<file path="src/common/stsq_pkg.sv">
package stsq_pkg;

    // ==========================================
    // Clock and time base
    // ==========================================
    localparam int CLK_MHZ     = 100;
    localparam int TICK_US     = 10;
    localparam int TICK_CYCLES = TICK_US * CLK_MHZ;
    localparam int DIV_W       = 10;

    // ==========================================
    // Transmit timing
    // ==========================================
    localparam int SUB_STD_US = 1200;
    localparam int SUB_SEC_US = 1600;
    localparam int WIN_STD_MS = 40;
    localparam int WIN_SEC_MS = 20;
    localparam int ERASE_MS   = 40;
    localparam int TMR_W      = 16;

    localparam logic [TMR_W-1:0] SUB_STD_TK = TMR_W'(SUB_STD_US / TICK_US);
    localparam logic [TMR_W-1:0] SUB_SEC_TK = TMR_W'(SUB_SEC_US / TICK_US);
    localparam logic [TMR_W-1:0] WIN_STD_TK = TMR_W'(WIN_STD_MS * 1000 / TICK_US);
    localparam logic [TMR_W-1:0] WIN_SEC_TK = TMR_W'(WIN_SEC_MS * 1000 / TICK_US);
    localparam logic [TMR_W-1:0] ERASE_TK   = TMR_W'(ERASE_MS * 1000 / TICK_US);

    localparam logic [1:0] SUBS_STD = 2'h3;
    localparam logic [1:0] SUBS_SEC = 2'h2;
    localparam int         GAP_BITS = 10;

    // ==========================================
    // Security format
    // ==========================================
    localparam int CNT_W = 24;
    localparam int MAC_W = 3 * 8;
    localparam int KEY_W = 128;
    localparam int PAY_W = 32;

    localparam logic [CNT_W-1:0] CNT_INIT    = 24'h000000;
    localparam logic [7:0]       SLF_DEFAULT = 8'h00;
    localparam logic [CNT_W-1:0] SAVE_MASK   = 24'h00000F;
    localparam int               PAGE_SLOTS  = 16;

    typedef enum logic [1:0] {
        KIND_DATA     = 2'h0,
        KIND_PROFILE  = 2'h1,
        KIND_SECTEACH = 2'h2
    } stsq_kind_e;

    typedef struct packed {
        stsq_kind_e         kind;
        logic               secure;
        logic [7:0]         security_level_format;
        logic [PAY_W-1:0]   payload;
        logic [CNT_W-1:0]   counter;
        logic [MAC_W-1:0]   mac;
        logic [KEY_W-1:0]   key;
    } stsq_tel_s;

endpackage

</file>
<file path="src/core/stsq_sequencer.sv">
`timescale 1ns/1ps
// What this block does
// - Secure mode protects data and teach-in alike
// - 24-bit explicit counter, 3-byte code, no cipher
// - Inner payload equals standard-mode payload unchanged
// - Secure teach-in precedes profile teach; secure data can go out before any teach-in
// - Secure teach-in carries format, key, counter
// - Learn press in secure mode: secure teach, then profile teach; standard mode: profile teach only
// - Profile teach after secure teach is protected
// - Standard cycle: three sub-telegrams within 40 ms
// - Random gaps between sub-telegram bursts
// - Standard sub-telegram lasts about 1.2 ms
// - Secure cycle: two sub-telegrams within 20 ms
// - Secure sub-telegram lasts about 1.6 ms
// - Counter steps once per secure telegram
// - Only selected counter values go to flash
// - Counter kept in retained memory over sleep
// - Three-byte save fast, page erase 40 ms
// - Any wake input change starts the module
// - Learn button low: teach-in or mode change
module stsq_sequencer #(parameter int TICK_CYCLES = stsq_pkg::TICK_CYCLES) (
    input  wire logic                        i_clk,
    input  wire logic                        i_resetn,
    input  wire logic                        i_general_wake_input,
    input  wire logic                        i_learn_wake_input,
    input  wire logic                        i_secure_mode,
    input  wire logic                        i_mode_change_sel,
    input  wire logic                        i_data_req,
    input  wire logic [stsq_pkg::PAY_W-1:0]  i_payload,
    input  wire logic [stsq_pkg::PAY_W-1:0]  i_teach_payload,
    input  wire logic [stsq_pkg::KEY_W-1:0]  i_key,
    input  wire logic                        i_restore,
    input  wire logic [stsq_pkg::CNT_W-1:0]  i_restore_counter,
    output logic                             o_wakeup,
    output logic                             o_mode_change,
    output logic                             o_busy,
    output logic                             o_radio_on,
    output logic                             o_sub_start,
    output stsq_pkg::stsq_tel_s              o_tel,
    output logic      [stsq_pkg::CNT_W-1:0]  o_retained_counter,
    output logic                             o_flash_write,
    output logic      [stsq_pkg::CNT_W-1:0]  o_flash_data,
    output logic                             o_flash_erase
);
    localparam int TW = stsq_pkg::TMR_W;

    typedef enum logic [4:0] {
        ST_IDLE  = 5'h01,
        ST_BUILD = 5'h02,
        ST_SEND  = 5'h04,
        ST_GAP   = 5'h08,
        ST_ERASE = 5'h10
    } stsq_state_e;

    stsq_state_e                  state_reg;
    stsq_pkg::stsq_kind_e         kind_reg;
    logic                         sec_reg;
    logic                         chain_reg;
    logic [TW-1:0]                tmr_reg;
    logic [1:0]                   subs_reg;
    logic [stsq_pkg::PAY_W-1:0]   pay_reg;
    logic [stsq_pkg::CNT_W-1:0]   counter_reg;
    logic [stsq_pkg::CNT_W-1:0]   ctr_use;
    logic [7:0]                   slot_reg;
    logic                         erase_pend_reg;
    logic                         start_reg;
    logic                         gw_reg;
    logic                         lw_reg;
    logic                         press;
    logic                         tick;
    logic [stsq_pkg::DIV_W-1:0]   div_reg;
    logic                         mac_valid;
    logic [stsq_pkg::MAC_W-1:0]   mac;
    logic [15:0]                  rnd;
    logic                         commit;
    logic                         sub_end;

    function automatic logic [TW-1:0] sub_ticks(input logic sec);
        return sec ? stsq_pkg::SUB_SEC_TK : stsq_pkg::SUB_STD_TK;
    endfunction

    function automatic logic [TW-1:0] win_ticks(input logic sec);
        return sec ? stsq_pkg::WIN_SEC_TK : stsq_pkg::WIN_STD_TK;
    endfunction

    assign press   = lw_reg & ~i_learn_wake_input;
    assign ctr_use = sec_reg ? counter_reg + 24'h000001 : counter_reg;
    assign commit  = (state_reg == ST_BUILD) && mac_valid;
    assign sub_end = (state_reg == ST_SEND) && tick && (tmr_reg == '0);

    // ==========================================
    // Submodules
    // ==========================================
    stsq_mac u_mac (
        .i_clk     (i_clk),
        .i_resetn  (i_resetn),
        .i_start   (start_reg),
        .i_key     (i_key),
        .i_payload (pay_reg),
        .i_counter (ctr_use),
        .o_valid   (mac_valid),
        .o_mac     (mac)
    );

    stsq_lfsr #(.W(16)) u_lfsr (
        .i_clk    (i_clk),
        .i_resetn (i_resetn),
        .o_value  (rnd)
    );

    // ==========================================
    // Wake detection
    // ==========================================
    always_ff @(posedge i_clk) begin
        if (!i_resetn) begin
            gw_reg   <= 1'b1;
            lw_reg   <= 1'b1;
            o_wakeup <= 1'b0;
        end else begin
            gw_reg   <= i_general_wake_input;
            lw_reg   <= i_learn_wake_input;
            o_wakeup <= (gw_reg ^ i_general_wake_input) | (lw_reg ^ i_learn_wake_input);
        end
    end

    // ==========================================
    // Tick divider
    // ==========================================
    always_ff @(posedge i_clk) begin
        if (!i_resetn) begin
            div_reg <= '0;
            tick    <= 1'b0;
        end else begin
            tick <= (div_reg == stsq_pkg::DIV_W'(TICK_CYCLES - 1));
            if (div_reg == stsq_pkg::DIV_W'(TICK_CYCLES - 1)) begin
                div_reg <= '0;
            end else begin
                div_reg <= div_reg + 1'b1;
            end
        end
    end

    // ==========================================
    // Sequencer
    // ==========================================
    always_ff @(posedge i_clk) begin
        if (!i_resetn) begin
            state_reg     <= ST_IDLE;
            kind_reg      <= stsq_pkg::KIND_DATA;
            sec_reg       <= 1'b0;
            chain_reg     <= 1'b0;
            tmr_reg       <= '0;
            subs_reg      <= '0;
            pay_reg       <= '0;
            start_reg     <= 1'b0;
            o_mode_change <= 1'b0;
            o_busy        <= 1'b0;
            o_radio_on    <= 1'b0;
            o_sub_start   <= 1'b0;
            o_flash_erase <= 1'b0;
        end else begin
            start_reg     <= 1'b0;
            o_mode_change <= 1'b0;
            o_sub_start   <= 1'b0;
            case (state_reg)
                ST_IDLE: begin
                    if (erase_pend_reg) begin
                        state_reg     <= ST_ERASE;
                        tmr_reg       <= stsq_pkg::ERASE_TK - 1'b1;
                        o_flash_erase <= 1'b1;
                        o_busy        <= 1'b1;
                    end else if (press && i_mode_change_sel) begin
                        o_mode_change <= 1'b1;
                    end else if (press) begin
                        sec_reg   <= i_secure_mode;
                        chain_reg <= i_secure_mode;
                        kind_reg  <= i_secure_mode ? stsq_pkg::KIND_SECTEACH
                                                   : stsq_pkg::KIND_PROFILE;
                        pay_reg   <= i_secure_mode ? '0 : i_teach_payload;
                        start_reg <= 1'b1;
                        state_reg <= ST_BUILD;
                        o_busy    <= 1'b1;
                    end else if (i_data_req) begin
                        sec_reg   <= i_secure_mode;
                        kind_reg  <= stsq_pkg::KIND_DATA;
                        pay_reg   <= i_payload;
                        start_reg <= 1'b1;
                        state_reg <= ST_BUILD;
                        o_busy    <= 1'b1;
                    end
                end
                ST_BUILD: begin
                    if (mac_valid) begin
                        state_reg   <= ST_SEND;
                        tmr_reg     <= sub_ticks(sec_reg) - 1'b1;
                        subs_reg    <= (sec_reg ? stsq_pkg::SUBS_SEC
                                                : stsq_pkg::SUBS_STD) - 2'h1;
                        o_radio_on  <= 1'b1;
                        o_sub_start <= 1'b1;
                    end
                end
                ST_SEND: begin
                    if (tick) begin
                        tmr_reg <= tmr_reg - 1'b1;
                    end
                    if (sub_end) begin
                        o_radio_on <= 1'b0;
                        if (subs_reg != 2'h0) begin
                            state_reg <= ST_GAP;
                            tmr_reg   <= {{(TW - stsq_pkg::GAP_BITS){1'b0}},
                                          rnd[stsq_pkg::GAP_BITS-1:0]};
                        end else if (chain_reg) begin
                            chain_reg <= 1'b0;
                            kind_reg  <= stsq_pkg::KIND_PROFILE;
                            pay_reg   <= i_teach_payload;
                            start_reg <= 1'b1;
                            state_reg <= ST_BUILD;
                        end else begin
                            state_reg <= ST_IDLE;
                            o_busy    <= 1'b0;
                        end
                    end
                end
                ST_GAP: begin
                    if (tick) begin
                        tmr_reg <= tmr_reg - 1'b1;
                        if (tmr_reg == '0) begin
                            state_reg   <= ST_SEND;
                            tmr_reg     <= sub_ticks(sec_reg) - 1'b1;
                            subs_reg    <= subs_reg - 2'h1;
                            o_radio_on  <= 1'b1;
                            o_sub_start <= 1'b1;
                        end
                    end
                end
                ST_ERASE: begin
                    if (tick) begin
                        tmr_reg <= tmr_reg - 1'b1;
                        if (tmr_reg == '0) begin
                            state_reg     <= ST_IDLE;
                            o_flash_erase <= 1'b0;
                            o_busy        <= 1'b0;
                        end
                    end
                end
                default: begin
                    state_reg  <= ST_IDLE;
                    o_busy     <= 1'b0;
                    o_radio_on <= 1'b0;
                end
            endcase
        end
    end

    // ==========================================
    // Rolling counter and flash saves
    // ==========================================
    always_ff @(posedge i_clk) begin
        if (!i_resetn) begin
            counter_reg        <= stsq_pkg::CNT_INIT;
            o_retained_counter <= stsq_pkg::CNT_INIT;
            slot_reg           <= '0;
            erase_pend_reg     <= 1'b0;
            o_flash_write      <= 1'b0;
            o_flash_data       <= '0;
        end else begin
            o_flash_write <= 1'b0;
            if (state_reg == ST_ERASE) begin
                erase_pend_reg <= 1'b0;
            end
            if (commit && sec_reg) begin
                counter_reg        <= ctr_use;
                o_retained_counter <= ctr_use;
                if ((ctr_use & stsq_pkg::SAVE_MASK) == '0) begin
                    o_flash_write <= 1'b1;
                    o_flash_data  <= ctr_use;
                    if (slot_reg == 8'(stsq_pkg::PAGE_SLOTS - 1)) begin
                        slot_reg       <= '0;
                        erase_pend_reg <= 1'b1;
                    end else begin
                        slot_reg <= slot_reg + 8'h01;
                    end
                end
            end else if (i_restore && state_reg == ST_IDLE) begin
                counter_reg        <= i_restore_counter;
                o_retained_counter <= i_restore_counter;
            end
        end
    end

    // ==========================================
    // Telegram output
    // ==========================================
    always_ff @(posedge i_clk) begin
        if (!i_resetn) begin
            o_tel <= '0;
        end else if (commit) begin
            o_tel.kind    <= kind_reg;
            o_tel.secure  <= sec_reg;
            o_tel.security_level_format     <= sec_reg ? stsq_pkg::SLF_DEFAULT : 8'h00;
            o_tel.payload <= pay_reg;
            o_tel.counter <= sec_reg ? ctr_use : '0;
            o_tel.mac     <= sec_reg ? mac : '0;
            o_tel.key     <= (kind_reg == stsq_pkg::KIND_SECTEACH) ? i_key : '0;
        end
    end

    logic [TW-1:0] on_tk;
    logic [TW-1:0] win_tk;
    logic [1:0]    sent;
    always_ff @(posedge i_clk) begin
        if (!i_resetn || state_reg == ST_IDLE) begin
            on_tk  <= '0;
            win_tk <= '0;
            sent   <= '0;
        end else begin
            if (o_sub_start) begin
                on_tk <= TW'(tick);
                sent  <= sent + 2'h1;
            end else if (tick && o_radio_on) begin
                on_tk <= on_tk + 1'b1;
            end
            if (state_reg == ST_BUILD) begin
                win_tk <= '0;
                sent   <= '0;
            end else if (tick) begin
                win_tk <= win_tk + 1'b1;
            end
        end
    end
endmodule

</file>
<file path="src/core/stsq_lfsr.sv">
`timescale 1ns/1ps
module stsq_lfsr #(
    parameter int          W    = 16,
    parameter logic [15:0] SEED = 16'hACE1
) (
    input  wire logic         i_clk,
    input  wire logic         i_resetn,
    output logic      [W-1:0] o_value
);
    // ==========================================
    // Free running pseudo random source
    // ==========================================
    always_ff @(posedge i_clk) begin
        if (!i_resetn) begin
            o_value <= W'(SEED);
        end else begin
            o_value <= {o_value[W-2:0], o_value[W-1] ^ o_value[W-3] ^ o_value[W-4] ^ o_value[W-6]};
        end
    end
endmodule

</file>
<file path="src/core/stsq_mac.sv">
`timescale 1ns/1ps
module stsq_mac (
    input  wire logic                        i_clk,
    input  wire logic                        i_resetn,
    input  wire logic                        i_start,
    input  wire logic [stsq_pkg::KEY_W-1:0]  i_key,
    input  wire logic [stsq_pkg::PAY_W-1:0]  i_payload,
    input  wire logic [stsq_pkg::CNT_W-1:0]  i_counter,
    output logic                             o_valid,
    output logic      [stsq_pkg::MAC_W-1:0]  o_mac
);
    // ==========================================
    // Keyed code over counter and payload
    // ==========================================
    function automatic logic [stsq_pkg::MAC_W-1:0] fold(
        input logic [stsq_pkg::KEY_W-1:0] key,
        input logic [stsq_pkg::PAY_W-1:0] pay,
        input logic [stsq_pkg::CNT_W-1:0] cnt
    );
        logic [stsq_pkg::MAC_W-1:0] acc;
        acc = cnt ^ pay[23:0] ^ {16'h0000, pay[31:24]} ^ {16'h0000, key[127:120]};
        for (int i = 0; i < 5; i++) begin
            acc = {acc[22:0], acc[23]} ^ key[i*24 +: 24];
        end
        return acc;
    endfunction

    always_ff @(posedge i_clk) begin
        if (!i_resetn) begin
            o_valid <= 1'b0;
            o_mac   <= '0;
        end else begin
            o_valid <= i_start;
            if (i_start) begin
                o_mac <= fold(i_key, i_payload, i_counter);
            end
        end
    end
endmodule

</file>
<file path="config.mk">
export PLATFORM = sky130hd
export DESIGN_NAME = stsq_sequencer
export DESIGN_NICKNAME = d
export VERILOG_FILES = /design/src/common/stsq_pkg.sv /design/src/core/stsq_sequencer.sv /design/src/core/stsq_lfsr.sv /design/src/core/stsq_mac.sv
export SDC_FILE = /design/constraint.sdc
export NUM_CORES = 1
export LEC_CHECK = 0
export BUFFER_PORTS_ARGS = -buffer_cell sky130_fd_sc_hd__buf_2
export CAP_MARGIN = 20
export CORE_ASPECT_RATIO = 0.75
export CORE_UTILIZATION = 40
export DETAILED_ROUTE_END_ITERATION = 8
export PLACE_DENSITY = 0.66
export REMOVE_ABC_BUFFERS = 1
export SLEW_MARGIN = 5
export SYNTH_ARGS = -nofsm -noshare
export SYNTH_HDL_FRONTEND = slang
export SYNTH_SLANG_ARGS = --single-unit
</file>
<file path="constraint.sdc">
create_clock -name i_clk -period 2.8 [get_ports i_clk]
set_input_delay 0.42 -clock i_clk [delete_from_list [all_inputs] [get_ports i_clk]]
set_output_delay 0.42 -clock i_clk [all_outputs]
set_load 0.05 [all_outputs]
</file>
==> flow_summary.json, run 1 <==
{
  "synth.top_cell.area_share": 0.444,
  "fin_area_sq_um": 22000,
  "clock_power_share": 0.362,
  "timing.rr.end": "tmr_reg[7]",
  "final_util": 0.508,
  "remaining_drc_errors": 0,
  "p_per_area_nw_per_um2": 701,
  "rows": 66,
  "synth_enable_flop_cells": 0,
  "drive_gt1_frac": 0.260,
  "slew-limit-headroom": 0.341,
  "p_int_mw": 10.5,
  "yosys_register_bits": 389,
  "synth.most_common_cell": "sky130_fd_sc_hd__dfxtp_1",
  "final_weighted_congestion_of_routability_driven_global_placement": 0.923,
  "drt.antenna.violating_nets": 0,
  "largest_register_ff_count": 211,
  "ys_seq_area_frac": 0.444,
  "route.vias.total": 17200,
  "critical_path_required_ns": 3.21,
  "fmax_mhz": 378,
  "grt_first_pass_wirelength_mm": 92.7,
  "fin_crit_sh": 0.945,
  "leading_post_synthesis_cells_by_instance_count": "sky130_fd_sc_hd__dfxtp_1 (389), sky130_fd_sc_hd__nand2_1 (333), sky130_fd_sc_hd__a21oi_1 (257)",
  "io_buffers": 489,
  "netlist-cell-type-count": 72,
  "switching_share": 0.323,
  "dr.pass1.iters": 8,
  "rsz0062_at_grt": "false",
  "setup.worst_path.end_class": "register",
  "hold_path_class": "in2reg",
  "hold_buffers": 0,
  "hold_viol": 0,
  "numCtsBuffers": 42,
  "x_dimension_of_the_die_microns": 244,
  "first_global_vias": 16000,
  "via_per_inst": 5.40,
  "startpoint_type": "register",
  "net_switching_power_mw": 4.99,
  "nets": 2796,
  "r2r_slack_ns": 0.15,
  "clk_latency_ns": 0.55,
  "post_synth_instance_area_sq_um": 17600,
  "route.final.wire_length_mm": 62.2,
  "cts-root-buf": "sky130_fd_sc_hd__clkbuf_16",
  "boundaryPins": 498,
  "globalRouteOverflowTotal": 0,
  "synthCells": 2135,
  "synth_async_sr_flop_share": 0,
  "die_area_sq_um": 44700,
  "initial_core_util": 0.405,
  "pwr-share-seq": 0.406,
  "main_flop_type_after_synthesis": "sky130_fd_sc_hd__dfxtp_1",
  "place_area_sq_um": 20600,
  "timing.max_cap.violations": 0,
  "status": "complete, no violations",
  "clock_skew_ns": 0.0234,
  "power.combinational.fraction": 0.233,
  "resize_count_post_cts": 0,
  "postCtsSetupRepairBufs": 0,
  "irDropWorstVdd_uv": 447,
  "timing.hold.worst_path_depth": 3,
  "route.detailed.wl_per_inst_microns": 19.5,
  "post-layout-total-power_mw": 15.5,
  "final.min_clock_period_ns": 2.65,
  "antenna_found_initial": 12,
  "floorplan.core_area_sq_um": 43400,
  "clock_tree_from_tritoncts": "done",
  "setup_violations": 0,
  "criticalPathCategory": "reg2reg",
  "drtIter0Drc": 1241,
  "leakage_power_figure_nw": 8.91,
  "synthesis.yosys.warnings": 0,
  "synth_top_cells_by_area": "sky130_fd_sc_hd__dfxtp_1 (44%), sky130_fd_sc_hd__xnor2_1 (8.9%), sky130_fd_sc_hd__a21oi_1 (7.3%)",
  "clock_path_buffers": 3,
  "r2r_start": "tmr_reg[2]",
  "min_from": "i_learn_wake_input",
  "ff2ff_path_depth": 7,
  "clkSlewWorstSetupHoldPaths_ns": 0.06,
  "slew_violations": 0,
  "area_delta_synth_final_pct": 25.5,
  "netlist.top_cell.by_area": "sky130_fd_sc_hd__dfxtp_1",
  "die_h_microns": 183,
  "final.hold.worst_slack_ns": 0.0893,
  "post_synth.cell_area_avg_sq_um": 8.22,
  "maximum_number_of_pins_on_one_net_before_global_route_repair": 126,
  "worst_hold_end": "lw_reg",
  "clkSinkCount": 389,
  "gr-usage-all-layers": 0.263,
  "timing_worst_slew_pin_value_ns": 0.989,
  "hpwl_after_detailed_placement_mm": 44.3,
  "critPathMaxFanout": 10,
  "h-tree-depth": 2,
  "cp_data_arrival_time_ns": 3.06
}
-- per-layer routing --
| metal | track usage | up-vias | part of all wire |
|---|---|---|---|
| li1 | - | 8189 | - |
| met1 | 0.354 | 8129 | 0.43 |
| met2 | 0.415 | 715 | 0.45 |
| met3 | 0.0578 | 128 | 0.084 |
| met4 | 0.0923 | 10 | 0.032 |
| met5 | 0 | - | 0.0010 |
-- worst max-delay path by stage --
stage	start	to	slack [ns]	depth (start not counted)
floorplan	state_reg[4]	o_tel[128]	-8.10	4
global placement	i_learn_wake_input	pay_reg[28]	0.24	9
detailed placement	i_learn_wake_input	pay_reg[5]	0.19	9
CTS	tmr_reg[2]	tmr_reg[7]	0.19	7
global route	tmr_reg[2]	tmr_reg[7]	0.005	7
finish	tmr_reg[2]	tmr_reg[7]	0.15	7
-- final cells by class --
type,instances,area (sq um)
Inverter,46,180
Fill cell,4141,21300
Clock inverter,21,204
Clock buffer,54,1160
Sequential cell,389,7790
Antenna cell,5,12.5
Tap cell,578,723
Timing Repair Buffer,553,3050
Multi-Input combinational cell,1534,8920
-- logic make-up (layout without fill, tap and decap cells) --
logic type | Yosys count | count (layout) | synth area share
XOR/XNOR | 213 | 213 | 0.106
AND/OR/NAND/NOR | 844 | 844 | 0.221
flip-flops | 389 | 389 | 0.444
adder cells (fa/ha/maj) | 6 | 6 | 0.00428
AO/OA/AOI/OAI | 454 | 454 | 0.167
buffers and inverters | 219 | 674 | 0.0525
other | 1 | 13 | 0.000214
multiplexers | 9 | 9 | 0.00527
-- cell usage in the layout (no fill, tap or decap), types with 19 or more instances in the layout --
master                      count
sky130_fd_sc_hd__nand3_1      215
sky130_fd_sc_hd__o221ai_2      30
sky130_fd_sc_hd__a21oi_1      256
sky130_fd_sc_hd__clkbuf_16     42
sky130_fd_sc_hd__dfxtp_1      387
sky130_fd_sc_hd__buf_2        488
sky130_fd_sc_hd__and3_1        19
sky130_fd_sc_hd__nand4_1       19
sky130_fd_sc_hd__inv_1         45
sky130_fd_sc_hd__nor2_1       139
sky130_fd_sc_hd__a211oi_1      38
sky130_fd_sc_hd__buf_4         56
sky130_fd_sc_hd__nand2_1      332
sky130_fd_sc_hd__xnor2_1      179
sky130_fd_sc_hd__xor2_1        34
sky130_fd_sc_hd__o21ai_0       45
sky130_fd_sc_hd__nor3_1        26
-- metrics by stage --
stage / setup TNS, ns / setup slack (ns) / cells
floorplan: -1866.95 / -8.10 / 1969
global placement: 0 / 0.237 / 3099
detailed placement: 0 / 0.194 / 3099
CTS: 0 / 0.185 / 3174
global route: 0 / 0.00501 / 3179
finish: 0 / 0.153 / 3180
-- critical path: stages, from the launching register on --
cell and delay, ns:
sky130_fd_sc_hd__dfxtp_1 0.41, sky130_fd_sc_hd__nor3_4 0.42, sky130_fd_sc_hd__nand3_1 0.20, sky130_fd_sc_hd__o31ai_1 0.78, sky130_fd_sc_hd__buf_4 0.30, sky130_fd_sc_hd__nor2_1 0.06
sky130_fd_sc_hd__a221oi_1 0.23, sky130_fd_sc_hd__a31oi_1 0.12
-- power by group through the flow --
stage | sequential (mW) | combinational, mW | clock (mW)
global placement | 6.39 | 3.48 | 0
floorplan | 6.49 | 2.09 | 0
detailed placement | 6.41 | 3.51 | 0
CTS | 6.29 | 3.52 | 5.69
global route | 6.31 | 3.86 | 5.94
finish | 6.27 | 3.60 | 5.59
No activity file was read; power rests on OpenSTA's default activity.
==> run 2, diff against run 1 <==
--- a/config.mk
+++ b/config.mk
@@ -5,12 +5,12 @@
 export SDC_FILE = /design/constraint.sdc
 export NUM_CORES = 1
 export LEC_CHECK = 0
-export BUFFER_PORTS_ARGS = -buffer_cell sky130_fd_sc_hd__buf_2
 export CAP_MARGIN = 20
 export CORE_ASPECT_RATIO = 0.75
 export CORE_UTILIZATION = 40
 export DETAILED_ROUTE_END_ITERATION = 8
-export PLACE_DENSITY = 0.66
+export DONT_BUFFER_PORTS = 1
+export PLACE_DENSITY = 0.56
 export REMOVE_ABC_BUFFERS = 1
 export SLEW_MARGIN = 5
 export SYNTH_ARGS = -nofsm -noshare
==> run 2 against run 1 <==
Final cell count down 12%. Wire length decreased by 3.3%. Clock skew down 0.0026 ns. Utilization down 2.7 points. Worst hold slack worse by 0.068 ns. Flip-flop and latch count is the same. Design area decreased by 5.4%. Clock power up 2%. Register-to-register slack improved by 0.03 ns. Maximum frequency increased by 1.0%. Total power decreased by 0.49%. Sequential share of layout area up 2.0 points. Highest routed layer is now met4.
==> flow_summary.json, run 2 (synthesis results as in run 1) <==
{
  "cts-root-buf": "sky130_fd_sc_hd__clkbuf_16",
  "final_common_cell": "sky130_fd_sc_hd__dfxtp_1",
  "p_per_area_nw_per_um2": 738,
  "timing.critical_path.cells": "nor3_1, nand2_1, o221ai_1, nand2b_1, a21oi_1, a311oi_1",
  "boundaryPins": 498,
  "route.detailed.wl_per_inst_microns": 21.4,
  "hold_path_class": "in2reg",
  "rows": 66,
  "first_global_vias": 15200,
  "hold_viol": 0,
  "die_area_sq_um": 44700,
  "setup.worst_path.end_class": "register",
  "timing_worst_slew_pin_value_ns": 0.931,
  "route.final.wire_length_mm": 60.1,
  "clock_skew_ns": 0.0208,
  "place_ws_ns": 0.334,
  "critPathMaxFanout": 15,
  "final.min_clock_period_ns": 2.62,
  "criticalPathCategory": "reg2reg",
  "gr-usage-all-layers": 0.255,
  "drt.antenna.violating_nets": 0,
  "nets": 2432,
  "irDropWorstVdd_uv": 474,
  "worst-path-buf-inv": 0,
  "route.vias.total": 15800,
  "clkSinkCount": 389,
  "grt_first_pass_wirelength_mm": 89.6,
  "leakage_power_figure_nw": 7.11,
  "remaining_drc_errors": 0,
  "globalRouteOverflowTotal": 0,
  "io_buffers": 0,
  "r2r_slack_ns": 0.18,
  "timing.max_cap.violations": 0,
  "critical_path.top_delay_family": "simple AND/OR/NAND/NOR gates",
  "fin_crit_sh": 0.936,
  "slew-limit-headroom": 0.377,
  "maximum_number_of_pins_on_one_net_before_global_route_repair": 89,
  "status": "complete, no violations",
  "n_fill_cell": 4177,
  "clk_latency_ns": 0.56,
  "cp_data_arrival_time_ns": 3.08,
  "clock_tree_from_tritoncts": "done",
  "via_per_inst": 5.63,
  "floorplan.core_area_sq_um": 43400,
  "setup_violations": 0,
  "rsz0062_at_grt": "false",
  "largest_register_ff_count": 211,
  "drive_gt1_frac": 0.0888,
  "startpoint_type": "register",
  "postCtsSetupRepairBufs": 0,
  "final_cell_mix": "sky130_fd_sc_hd__dfxtp_1 (387), sky130_fd_sc_hd__nand2_1 (332), sky130_fd_sc_hd__a21oi_1 (256), sky130_fd_sc_hd__nand3_1 (215), sky130_fd_sc_hd__xnor2_1 (179)",
  "dr.pass1.iters": 7,
  "drtIter0Drc": 1255,
  "slew_violations": 0,
  "numCtsBuffers": 42,
  "die_h_microns": 183,
  "initial_core_util": 0.405,
  "clock_path_buffers": 3,
  "post-route-worst-setup-slack_ns": 0.179,
  "x_dimension_of_the_die_microns": 244,
  "final_weighted_congestion_of_routability_driven_global_placement": 0.873,
  "worst_path_max_delay_cell": "sky130_fd_sc_hd__nor3_1",
  "fmax_mhz": 382,
  "critPathMaxStageDelay_ns": 0.52,
  "antenna_found_initial": 4,
  "area_delta_synth_final_pct": 18.7,
  "h-tree-depth": 2,
  "final_util": 0.481,
  "hpwl_after_detailed_placement_mm": 41.6,
  "clkSlewWorstSetupHoldPaths_ns": 0.06,
  "critical_path_required_ns": 3.26
}
[run 2: metal layers]
layer  track usage  vias up  routed length (microns)
met5             0        -                        0
li1              -     7478                        -
met1         0.328     7580                    25500
met4         0.102        0                     2150
met2         0.402      639                    27300
met3        0.0736      124                     5220
[run 2: worst paths after layout]
check,from,endpoint,cells after the start
setup reg to reg,state_reg[2],tmr_reg[5],6
hold / removal,i_restore_counter[3],counter_reg[3],2
setup / recovery,state_reg[2],tmr_reg[5],6
hold reg to reg,u_lfsr.o_value[14],u_lfsr.o_value[15],1
[run 2: layout make-up]
| cell class | count | area, sq um | area share |
|---|---|---|---|
| Multi-Input combinational cell | 1534 | 8920 | 0.428 |
| Sequential cell | 389 | 7790 | 0.374 |
| Timing Repair Buffer | 189 | 1830 | 0.0878 |
| Clock buffer | 60 | 1230 | 0.0590 |
| Tap cell | 578 | 723 | 0.0347 |
| Inverter | 46 | 180 | 0.00864 |
| Clock inverter | 12 | 163 | 0.00780 |
| Antenna cell | 4 | 10.0 | 0.000480 |
[run 2: power by group]
group          internal [mW]  switching, mW  total (mW)  leakage, nW
registers               5.87          0.434        6.30         3.16
clock network           3.34           2.34        5.68        0.687
logic                   1.37           2.03        3.40         3.26
[run 2: worst register-to-register path: stages (launching register included)]
cell and delay, ns:
sky130_fd_sc_hd__dfxtp_1 0.46, sky130_fd_sc_hd__nor3_1 0.52, sky130_fd_sc_hd__nand2_1 0.33, sky130_fd_sc_hd__o221ai_1 0.33, sky130_fd_sc_hd__nand2b_1 0.47, sky130_fd_sc_hd__a21oi_1 0.14
sky130_fd_sc_hd__a311oi_1 0.28
[run 2: repair_timing]
action	in CTS	in global routing
resized for setup	0	0
hold buffers	109	0
hold endpoints to repair	115	0
[run 2: stage by stage]
step / area (sq um) / hold WS (ns) / instances / power [mW] / setup TNS, ns
floorplan: 16800 / 0.386 / 1969 / 8.58 / -1866.95
global placement: 18400 / 0.391 / 2627 / 9.59 / 0
detailed placement: 18400 / 0.410 / 2627 / 9.65 / 0
CTS: 20800 / 0.0000626 / 2808 / 15.5 / 0
global route: 20800 / 0.00278 / 2812 / 16.0 / 0
finish: 20800 / 0.0215 / 2812 / 15.4 / 0
